**config.mk**
```make
export PLATFORM = sky130hd
export DESIGN_NAME = csh_ctrl
export DESIGN_NICKNAME = d
export VERILOG_FILES = /design/src/csh_pkg.sv /design/src/csh_pin_ctl.sv /design/src/csh_ctrl.sv
export VERILOG_INCLUDE_DIRS = /design/src
export SDC_FILE = /design/constraint.sdc
export NUM_CORES = 1
export LEC_CHECK = 0
export ABC_CLOCK_PERIOD_IN_PS = 3900
export BUFFER_PORTS_ARGS = -buffer_cell sky130_fd_sc_hd__buf_2
export CORE_ASPECT_RATIO = 1.75
export CORE_MARGIN = 4
export CORE_UTILIZATION = 50
export CTS_CLUSTER_DIAMETER = 80
export CTS_CLUSTER_SIZE = 10
export DETAILED_ROUTE_END_ITERATION = 8
export MAX_ROUTING_LAYER = met4
export PLACE_DENSITY_LB_ADDON = 0.15
export SETUP_SLACK_MARGIN = 0.1
export SLEW_MARGIN = 20
export SYNTH_ARGS = -nofsm -noshare
export SYNTH_HDL_FRONTEND = slang
export SYNTH_SLANG_ARGS = --single-unit
```
**constraint.sdc**
```tcl
create_clock -name mclk_i -period 3.9 [get_ports mclk_i]
set_input_delay 0.39 -clock mclk_i [delete_from_list [all_inputs] [get_ports mclk_i]]
set_output_delay 0.39 -clock mclk_i [all_outputs]
set_load 0.005 [all_outputs]
```
**src/csh_params.svh**
```systemverilog
/*
 Constants of the clock-stop and halt controller: instruction operand,
 reset values, pin levels and restart timing.
 Assumes a 125 MHz always-on control clock.
*/
`ifndef CSH_PARAMS_SVH
`define CSH_PARAMS_SVH

`define CSH_CLK_MHZ 125
`define CSH_STOP_OPERAND 4'h0
`define CSH_PC_RESET 12'h000
`define CSH_CE_RESTART_MS 50
`define CSH_TCARRY_DEFAULT_MS 100
// Scaled so that no intermediate product leaves the 32-bit range
`define CSH_CE_RESTART_CYC (`CSH_CE_RESTART_MS * `CSH_CLK_MHZ * 1000)
`define CSH_GPIO_W 15
`define CSH_GPO_W 4
`define CSH_KEY_W 4
`define CSH_OSD_W 4
`define CSH_PWM_W 3
`define CSH_CRYSTAL_OUTPUT_STOP_LVL 1'b1
`define CSH_PWM_STOP_LVL 3'h0
`define CSH_OSD_STOP_LVL 4'h0

`endif

```
**src/csh_pkg.sv**
```systemverilog
/*
 Types of the clock-stop and halt controller.
 Widths come from csh_params.svh.
*/
`include "csh_params.svh"

package csh_pkg;

   typedef enum logic [1:0] {
      CSH_RUN,
      CSH_HALT,
      CSH_STOP,
      CSH_WAKE
   } csh_state_t;

   typedef enum logic [1:0] {
      CSH_PIN_NORMAL,
      CSH_PIN_HALT,
      CSH_PIN_STOP
   } csh_pin_mode_t;

   typedef struct packed {
      logic [`CSH_GPIO_W-1:0] gpio_do;
      logic [`CSH_GPIO_W-1:0] gpio_oe;
      logic [`CSH_GPO_W-1:0] gpo;
      logic [`CSH_OSD_W-1:0] osd;
      logic [`CSH_OSD_W-1:0] osd_oe;
      logic [`CSH_PWM_W-1:0] pwm;
      logic dedicated_analog_input_oe;
   } csh_pins_t;

   typedef struct packed {
      logic xin_pulldown;
      logic crystal_output;
      logic [`CSH_KEY_W-1:0] key_pulldown;
   } csh_static_t;

endpackage

```
**src/csh_pin_ctl.sv**
```systemverilog
/*
 Pin state control for halt and clock stop.
 Assumes the core drives normal pin values every cycle; the mode comes
 from csh_ctrl. All outputs are registered.
*/
`timescale 1ns/1ns
`default_nettype none
`include "csh_params.svh"

module csh_pin_ctl
   import csh_pkg::*;
(
   // Clock and reset
   input wire logic mclk_i,
   input wire logic rst_i,
   // Mode and core-side values
   input wire csh_pin_mode_t mode_i,
   input wire csh_pins_t core_pins_i,
   input wire logic [`CSH_KEY_W-1:0] key_adc_sel_i,
   // Pad side
   output csh_pins_t pins_o,
   output csh_static_t static_o
);

   csh_pins_t pins_d;
   csh_pins_t pins_q;
   csh_static_t static_d;
   csh_static_t static_q;

   wire logic is_halt = (mode_i == CSH_PIN_HALT);
   wire logic is_stop = (mode_i == CSH_PIN_STOP);

   always_comb
   begin
      pins_d = core_pins_i;
      if (is_halt)
      begin
         pins_d.osd = pins_q.osd;
         pins_d.osd_oe = pins_q.osd_oe;
         pins_d.dedicated_analog_input_oe = 1'b0;
      end
      else if (is_stop)
      begin
         pins_d.gpio_oe = '0;
         pins_d.gpio_do = '0;
         pins_d.gpo = pins_q.gpo;
         pins_d.osd = `CSH_OSD_STOP_LVL;
         pins_d.osd_oe = '0;
         pins_d.pwm = `CSH_PWM_STOP_LVL;
         pins_d.dedicated_analog_input_oe = 1'b0;
      end
   end

   // Pull-down is dropped only on the pin routed to the converter
   always_comb
   begin
      static_d.key_pulldown = ~key_adc_sel_i;
      static_d.xin_pulldown = is_stop;
      static_d.crystal_output = is_stop ? `CSH_CRYSTAL_OUTPUT_STOP_LVL : 1'b0;
   end

   always_ff @(posedge mclk_i)
   begin
      if (rst_i)
      begin
         pins_q <= '0;
         static_q <= '0;
      end
      else
      begin
         pins_q <= pins_d;
         static_q <= static_d;
      end
   end

   assign pins_o = pins_q;
   assign static_o = static_q;

endmodule

`default_nettype wire

```
**src/csh_ctrl.sv**
```systemverilog
/*
 Clock-stop and halt controller of a 4-bit tuning controller core.
 Holds the low-power state, gates the crystal oscillator, issues core
 resets and drives the pin states through csh_pin_ctl.
 Assumes mclk_i is an always-on control clock, that the chip-enable pin,
 the power-on event and the timer-carry pulse are synchronous to it, and
 that the core presents one-cycle strobes for each executed STOP/HALT.
*/
`timescale 1ns/1ns
`default_nettype none
`include "csh_params.svh"

module csh_ctrl
   import csh_pkg::*;
#(
   parameter int unsigned RESTART_CYC = `CSH_CE_RESTART_CYC
)
(
   // Clock and reset
   input wire logic mclk_i,
   input wire logic rst_i,
   // Instruction strobes from the core
   input wire logic stop_exec_i,
   input wire logic [3:0] stop_operand_i,
   input wire logic halt_exec_i,
   input wire logic halt_release_i,
   // System events
   input wire logic chip_enable_i,
   input wire logic por_i,
   input wire logic tcarry_set_i,
   // Core-side pin values
   input wire csh_pins_t core_pins_i,
   input wire logic [`CSH_KEY_W-1:0] key_adc_sel_i,
   // Core and peripheral control
   output logic osc_en_o,
   output logic core_rst_o,
   output logic pc_force_o,
   output logic [11:0] pc_force_val_o,
   output logic cpu_halt_o,
   output logic periph_stop_o,
   output logic ctrl_reg_init_o,
   output logic sys_reg_init_o,
   output logic stop_nop_o,
   output logic pfd_en_o,
   output logic [1:0] state_o,
   // Pads
   output csh_pins_t pins_o,
   output csh_static_t static_o
);

   csh_state_t state_q;
   csh_state_t state_d;
   logic ce_q;
   logic ce_pend_q;
   logic ce_pend_d;
   logic pfd_en_q;
   logic pfd_en_d;
   logic [31:0] wait_q;
   logic [31:0] wait_d;
   logic init_q;
   logic nop_q;
   logic restart_q;
   logic restart_d;
   csh_pin_mode_t pin_mode;

   function automatic logic op_is_stop(input logic [3:0] op);
      op_is_stop = (op == `CSH_STOP_OPERAND);
   endfunction

   wire logic ce_rise = chip_enable_i & ~ce_q;
   wire logic stop_ok = stop_exec_i & op_is_stop(stop_operand_i);
   wire logic stop_go = stop_ok & ~chip_enable_i;
   wire logic stop_nop = stop_ok & chip_enable_i;
   wire logic wait_done = (wait_q >= (RESTART_CYC - 32'h1));
   // Outside clock stop an enable edge resets at the next carry pulse
   wire logic ce_reset_now = ce_pend_q & tcarry_set_i;

   always_comb
   begin
      state_d = state_q;
      wait_d = wait_q;
      ce_pend_d = ce_pend_q;
      pfd_en_d = pfd_en_q;
      restart_d = 1'b0;
      case (state_q)
         CSH_RUN:
         begin
            if (ce_rise)
               ce_pend_d = 1'b1;
            if (stop_go)
            begin
               state_d = CSH_STOP;
               pfd_en_d = 1'b0;
               ce_pend_d = 1'b0;
            end
            else if (ce_reset_now)
            begin
               ce_pend_d = 1'b0;
               restart_d = 1'b1;
            end
            else if (halt_exec_i)
               state_d = CSH_HALT;
         end
         CSH_HALT:
         begin
            if (ce_rise)
               ce_pend_d = 1'b1;
            if (ce_reset_now)
            begin
               ce_pend_d = 1'b0;
               restart_d = 1'b1;
               state_d = CSH_RUN;
            end
            else if (halt_release_i)
               state_d = CSH_RUN;
         end
         CSH_STOP:
         begin
            if (ce_rise)
            begin
               state_d = CSH_WAKE;
               wait_d = '0;
            end
         end
         CSH_WAKE:
         begin
            wait_d = wait_q + 32'h1;
            if (wait_done)
            begin
               state_d = CSH_RUN;
               restart_d = 1'b1;
            end
         end
         default:
            state_d = CSH_RUN;
      endcase
      // Power-on reset overrides everything and re-arms the detector
      if (por_i)
      begin
         state_d = (state_q == CSH_RUN || state_q == CSH_HALT) ?
            CSH_RUN : CSH_WAKE;
         wait_d = '0;
         ce_pend_d = 1'b0;
         pfd_en_d = 1'b1;
         restart_d = (state_q == CSH_RUN || state_q == CSH_HALT);
      end
   end

   always_ff @(posedge mclk_i)
   begin
      if (rst_i)
      begin
         state_q <= CSH_RUN;
         ce_q <= 1'b0;
         ce_pend_q <= 1'b0;
         pfd_en_q <= 1'b1;
         wait_q <= '0;
         init_q <= 1'b0;
         nop_q <= 1'b0;
         restart_q <= 1'b0;
      end
      else
      begin
         state_q <= state_d;
         ce_q <= chip_enable_i;
         ce_pend_q <= ce_pend_d;
         pfd_en_q <= pfd_en_d;
         wait_q <= wait_d;
         init_q <= stop_go & (state_q == CSH_RUN) & ~por_i;
         nop_q <= stop_nop & (state_q == CSH_RUN);
         restart_q <= restart_d;
      end
   end

   wire logic in_stop = (state_q == CSH_STOP);
   wire logic in_wake = (state_q == CSH_WAKE);

   // Wake holds the oscillator on but the core in reset until settled
   assign osc_en_o = ~in_stop;
   assign core_rst_o = in_stop | in_wake | restart_q;
   assign pc_force_o = in_stop | in_wake | restart_q;
   assign pc_force_val_o = `CSH_PC_RESET;
   assign cpu_halt_o = (state_q == CSH_HALT);
   assign periph_stop_o = in_stop | in_wake;
   assign ctrl_reg_init_o = init_q;
   assign sys_reg_init_o = init_q | restart_q;
   assign stop_nop_o = nop_q;
   assign pfd_en_o = pfd_en_q;
   assign state_o = state_q;

   assign pin_mode = (in_stop | in_wake) ? CSH_PIN_STOP :
      (state_q == CSH_HALT) ? CSH_PIN_HALT : CSH_PIN_NORMAL;

   csh_pin_ctl u_pin_ctl (
      .mclk_i(mclk_i),
      .rst_i(rst_i),
      .mode_i(pin_mode),
      .core_pins_i(core_pins_i),
      .key_adc_sel_i(key_adc_sel_i),
      .pins_o(pins_o),
      .static_o(static_o)
   );

endmodule

`default_nettype wire

```
==> run metrics, run 1 <==
die area=9140 um^2; Final min period=2550 ps; Post-synth EDFFs=0; WHS Path Cells=2; Final setup viols=0; layout cell share with drive strength beyond 1=29.3%; die span in x=74.0 um; clock skew=7.03 ps; Avg Inst Size Synth=9.03 um^2; Critical Path Max Stage Delay=640 ps; I/O Buffers=124; Diodes inserted=0; FP Rows=41; DR iter-0 viols=222; clock tree buffer depth=2; post_cts resized=0; final-stage net count=598; HPWL Detailed=7.00 mm; worst setup path endpoint=wait_q[30]; Reg2Reg Depth=5; P&R area growth vs syn=22.7%; Worst setup EP type=register; Synth area leader=dfxtp_1; footprint of the multi-input gates=1790 um^2; Critical Path RT=4170 ps; GRT overflow=0; final WL=9.26 mm; Critical path origin=state_o[0]; Die Y=124 um; Seq/Total Area, Yosys=47.8%; max-cap violation count=0; Buf/Inv on CP=1; Synth top area share=47.8%; Hold Buf Count CTS=0; I/O pin count=137; Final TNS setup=0 ps; Max IR drop VDD=324 uV; Fin. Hold Viols=0; Slew HR=44.1%; WP depth=5; first-pass GRT wire length=14.7 mm; DRC viols=0; number of global-route vias before repair=3266; final antenna-violating net count=0; R2R Path Start=state_o[0]; status=complete, no violations; hold crit path type=in -> reg; Setup CP Type=reg -> reg; Clock transition at path regs=60 ps; CTS tree=done; Syn Inst Count=422; asr flop ratio synth=0%; critical path fanouts, max=22; FILL cells=627; Slew Limit Fails=0; DR vias=3361; post-CTS setup buffers=0; ys flop type=dfxtp_1; Core ar.=7340 um^2; leak pwr=2.07 nW; yosys warns=0; total CTS buffers=9; Skew-Pair Late Insertion Delay=340 ps; Placed Instance Area=4390 um^2; Yosys reg bits=91; Pre-Repair DR Iteration Count=4; initial antenna violation count=0; R2R Setup Slk=1350 ps; crit-path cells=buf_4 -> and2_1 -> nand2_1 -> or4_1 -> nand3_1; GPL Wtd Cong=0.863; CP top delay family=simple AND/OR/NAND/NOR gates; critical path data arrival time=2820 ps; largest net degree at the start of global routing=34; worst slew pin tran=835 ps; CTS H-tree depth=3; design area=4680 um^2; PwrDens=416 nW/um^2; critical path's slowest cell=or4_1; crit start category=register; Final Cycle Share=65.4%; Initial Util=52.0%; Wirelength per Cell=14.8 um; RSZ-0062 raised after global routing=no; post-synthesis cell type count=53; register area=1820 um^2; GRT Total Usage=21.4%; root buf cell=clkbuf_16; Reg2Reg Capture Point=wait_q[30]; Sink Count=91; fmax=392 MHz; vias per cell=5.37; Post-Syn Area=3810 um^2; synth top area cells=dfxtp_1 (48%), and2_1 (6.1%), nor2_1 (4.2%), mux2i_1 (3.4%), buf_4 (3.2%)
[metal layers]
| layer | track usage (%) | part of all wire [%] | vias to the layer above |
|---|---|---|---|
| met4 | 9.86 | 2.3 | 0 |
| met1 | 22.9 | 38 | 1545 |
| met3 | 5.70 | 6.3 | 18 |
| li1 | - | - | 1692 |
| met2 | 36.1 | 53 | 106 |
| met5 | - | 0 | - |
[stage by stage]
step           power (mW)  util [%]  hold slack, ps  worst slack [ps]  cells
2_1_floorplan        1.06         -             457              2060    433
3_3_place_gp         1.13      59.8             469              1430    610
3_5_place_dp         1.13      59.8             466              1370    610
4_1_cts              1.96      63.8             188              1360    626
5_1_grt              2.02      63.8             186              1140    626
6_report             1.95      63.8             196              1350    626
[cells in the final DEF (no fill, tap or decap), types with 6 or more instances in the layout]
| cell | instances |
|---|---|
| mux2i_1 | 13 |
| nor3_1 | 11 |
| nand2_1 | 31 |
| and2_1 | 37 |
| a31oi_1 | 7 |
| nand3_1 | 18 |
| nor2_1 | 42 |
| nand4_1 | 7 |
| o21ai_0 | 23 |
| clkbuf_16 | 9 |
| o31ai_1 | 6 |
| conb_1 | 12 |
| buf_2 | 124 |
| dfxtp_1 | 91 |
| o211ai_1 | 7 |
| a21oi_1 | 17 |
| or4_1 | 7 |
[registers in the layout, summed over array words and instances (netlist names), 2 cells and up]
signal	count
u_pin_ctl.static_o	5
wait_q	32
state_o	2
u_pin_ctl.pins_o	46
[logic make-up (layout without fill, tap and decap cells)]
family / Yosys count / count (layout) / synth area share (%)
AND/OR/NAND/NOR: 190 / 190 / 27.9
flip-flops: 91 / 91 / 47.8
AO/OA/AOI/OAI: 83 / 83 / 13.8
buffers and inverters: 42 / 149 / 6.37
multiplexers: 14 / 14 / 3.71
adder cells (fa/ha/maj): 1 / 1 / 0.328
other: 1 / 12 / 0.0984
[power by group]
part / internal [mW] / leakage [nW] / switching (mW)
logic: 0.0690 / 1.17 / 0.0631
registers: 0.962 / 0.748 / 0.0140
clock network: 0.494 / 0.143 / 0.344
[cells in the mapped netlist (3+ instances only)]
| cell | number |
|---|---|
| a211oi_1 | 3 |
| a21oi_1 | 17 |
| a22oi_1 | 4 |
| a311oi_1 | 4 |
| a31oi_1 | 7 |
| a41oi_1 | 4 |
| and2_1 | 37 |
| and3_1 | 3 |
| buf_2 | 3 |
| buf_4 | 16 |
| clkbuf_1 | 13 |
| dfxtp_1 | 91 |
| inv_1 | 5 |
| mux2i_1 | 13 |
| nand2_1 | 31 |
| nand2b_1 | 3 |
| nand3_1 | 18 |
| nand3_2 | 3 |
| nand4_1 | 7 |
| nor2_1 | 43 |
| nor2b_1 | 5 |
| nor3_1 | 11 |
| nor4_1 | 5 |
| o211ai_1 | 7 |
| o21ai_0 | 23 |
| o31ai_1 | 6 |
| or2_2 | 4 |
| or4_1 | 7 |
[cell type report]
cell class	instances	share of cell area, %
inverters	5	0.401
flip-flops and latches	91	39.0
clock inverters	5	1.15
clock buffers	11	4.98
multi-input cells	300	38.3
repair buffers	128	13.9
well taps	86	2.30
[worst min path at each step]
stage,startpoint,end,slack [ps]
after floorplan,key_adc_sel_i[0],u_pin_ctl.static_o[0],460
after global placement,u_pin_ctl.pins_o[4],u_pin_ctl.pins_o[4],470
after detailed placement,pfd_en_o,pfd_en_o,470
after CTS,key_adc_sel_i[0],u_pin_ctl.static_o[0],190
after global routing,key_adc_sel_i[0],u_pin_ctl.static_o[0],190
final,key_adc_sel_i[0],u_pin_ctl.static_o[0],200
(Power assumes the default switching activity.)
==> inputs of run 2 (changes only) <==
--- a/config.mk
+++ b/config.mk
@@ -6,11 +6,11 @@
 export SDC_FILE = /design/constraint.sdc
 export NUM_CORES = 1
 export LEC_CHECK = 0
-export ABC_CLOCK_PERIOD_IN_PS = 3900
+export ABC_CLOCK_PERIOD_IN_PS = 2400
 export BUFFER_PORTS_ARGS = -buffer_cell sky130_fd_sc_hd__buf_2
 export CORE_ASPECT_RATIO = 1.75
 export CORE_MARGIN = 4
-export CORE_UTILIZATION = 50
+export CORE_UTILIZATION = 49
 export CTS_CLUSTER_DIAMETER = 80
 export CTS_CLUSTER_SIZE = 10
 export DETAILED_ROUTE_END_ITERATION = 8
==> constraint.sdc (replaced) <==
create_clock -name mclk_i -period 2.4 [get_ports mclk_i]
set_input_delay 0.24 -clock mclk_i [delete_from_list [all_inputs] [get_ports mclk_i]]
set_output_delay 0.24 -clock mclk_i [all_outputs]
set_load 0.005 [all_outputs]
==> run 2 against run 1 <==
Global-route usage shrank 0.25 points. Clock power rose by 62%. Clock-buffer cell count increased by 1. Sequential share of layout area decreased by 0.50 points. Clock skew decreased by 2.4 ps. First-iteration DRC count down 27%. Die area rose by 1.9%. Combinational power increased by 68%. Register-to-register slack worse by 1100 ps. Utilization shrank 1.1 points. Sequential power rose by 62%. Cell area is 1.3% higher. Critical path type unchanged.
==> run metrics, run 2 (synthesized netlist as in run 1, its figures left out) <==
Hold Buf Count CTS=0 (unchanged); final WL=9.24 mm (-0.24%); Max IR drop VDD=545 uV (+68%); clock skew=4.62 ps (-2.42 ps); design area=4740 um^2 (+1.3%); die span in x=74.7 um (+0.91%); root buf cell=clkbuf_16; CTS H-tree depth=3 (unchanged); Clock Power Share=43.0% (about the same); Critical Path RT=2670 ps (-1500 ps); footprint of the multi-input gates=1790 um^2 (-0.14%); Internal=2.49 mW (+63%); Final min period=2110 ps (-444 ps); I/O Buffers=124 (unchanged); Setup CP Type=reg -> reg; max reg flops=46 (unchanged); CTS tree=done; Die Y=125 um (+0.95%); largest net degree at the start of global routing=34 (unchanged); final hold slack=50.2 ps (-146 ps); GPL Wtd Cong=0.890 (+3.1%); Comb pwr share=7.0% (+0.2 points); clock tree buffer depth=2 (unchanged); RSZ-0062 raised after global routing=no; Final TNS setup=0 ps (unchanged); Worst setup EP type=register; final antenna-violating net count=0 (unchanged); post_cts resized=0 (unchanged); Final Non-Filler Cells=636 (+1.6%); Diodes inserted=0 (unchanged); HPWL Detailed=7.04 mm (+0.47%); Initial Util=50.4% (-1.6 points); Clock transition at path regs=60 ps (about the same); die area=9310 um^2 (+1.9%); FILL cells=658 (+4.9%); Critical path origin=wait_q[7]; GRT overflow=0 (unchanged); Final setup viols=0 (unchanged); commonest cells after routing, fill and taps aside=buf_2 (124), dfxtp_1 (91), nor2_1 (43); max-cap violation count=0 (unchanged); R2R Path Start=wait_q[7]; PwrDens=668 nW/um^2 (+61%); P&R area growth vs syn=24.3%; Placed Instance Area=4450 um^2 (+1.4%); Slew Limit Fails=0 (unchanged); register area=1820 um^2 (unchanged); # placed instances=620 (+1.6%); fmax=475 MHz (+21%); Sequential Power Share=50.0% (about the same); Fin. Hold Viols=0 (unchanged); total CTS buffers=9 (unchanged); vias per cell=5.36 (-0.23%); crit start category=register; critical path data arrival time=2380 ps (-440 ps); Sink Count=91 (unchanged); Slew HR=63.7% (+20 points); number of global-route vias before repair=3279 (+0.40%); Sw Ratio=21.5% (-0.16 points); hold path start=key_adc_sel_i[3]; critical path fanouts, max=13 (-41%); GRT Total Usage=21.1% (-0.25 points); initial antenna violation count=0 (unchanged); Wirelength per Cell=14.5 um (-1.8%); FP Rows=42 (+2.4%); DR vias=3407 (+1.4%); Final Cycle Share=87.7% (+22 points); layout cell share with drive strength beyond 1=29.9% (+0.67 points); Net Switching=0.681 mW (+61%); DR iter-0 viols=162 (-27%); I/O pin count=137 (unchanged); final-stage net count=606 (+1.3%); Pre-Repair DR Iteration Count=4 (unchanged); leak pwr=2.10 nW (+1.6%); Core ar.=7570 um^2 (+3.2%); most common cell after layout, fill and taps aside=buf_2; Skew-Pair Late Insertion Delay=330 ps (about the same); DRC viols=0 (unchanged); hold crit path type=in -> reg; first-pass GRT wire length=15.1 mm (+3.2%); worst slew pin tran=543 ps (-291 ps); status=complete, no violations; post-CTS setup buffers=0 (unchanged)
[run 2: power by group through the flow]
| stage | clock network [mW] | registers, mW | logic, mW |
|---|---|---|---|
| after global routing | 1.46 | 1.59 | 0.251 |
| after detailed placement | 0 | 1.61 | 0.224 |
| after floorplan | 0 | 1.62 | 0.105 |
| final | 1.36 | 1.58 | 0.222 |
| after CTS | 1.38 | 1.58 | 0.225 |
| after global placement | 0 | 1.61 | 0.220 |
[run 2: layout make-up]
| cell class | count | share of cell area (%) |
|---|---|---|
| clock buffer | 12 | 4.99 |
| timing repair buffer | 136 | 15.0 |
| clock inverter | 4 | 1.08 |
| sequential | 91 | 38.4 |
| tap | 88 | 2.32 |
| inverter | 5 | 0.396 |
| multi-input combinational | 300 | 37.8 |
[run 2: layer usage]
| metal | wire length [um] | track usage, % |
|---|---|---|
| met1 | 3670 | 24.8 |
| met4 | 221 | 9.12 |
| met2 | 4870 | 34.2 |
| met5 | 0 | - |
| met3 | 479 | 4.20 |
[run 2: per-stage QoR]
stage / setup WS, ps / util [%] / power, mW
floorplan: 715 / - / 1.73
global placement: 403 / 58.8 / 1.83
detailed placement: 337 / 58.8 / 1.84
CTS: 329 / 62.6 / 3.19
global route: 115 / 62.6 / 3.30
finish: 295 / 62.6 / 3.17
[run 2: path summary, 6_finish.rpt]
path / end / slack (ps) / cells after the start
worst min register to register: pfd_en_o / 470 / 2
worst max register to register: wait_q[31] / 290 / 5
worst max-delay path: wait_q[31] / 290 / 5
worst min-delay path: u_pin_ctl.static_o[3] / 50 / 2
[run 2: critical path, cell delays in order, from the launching register on]
cell and delay [ps]:
dfxtp_1 470, nand2_1 240, nor3_4 500, nand3_2 210
or4_1 530, nand3_1 90
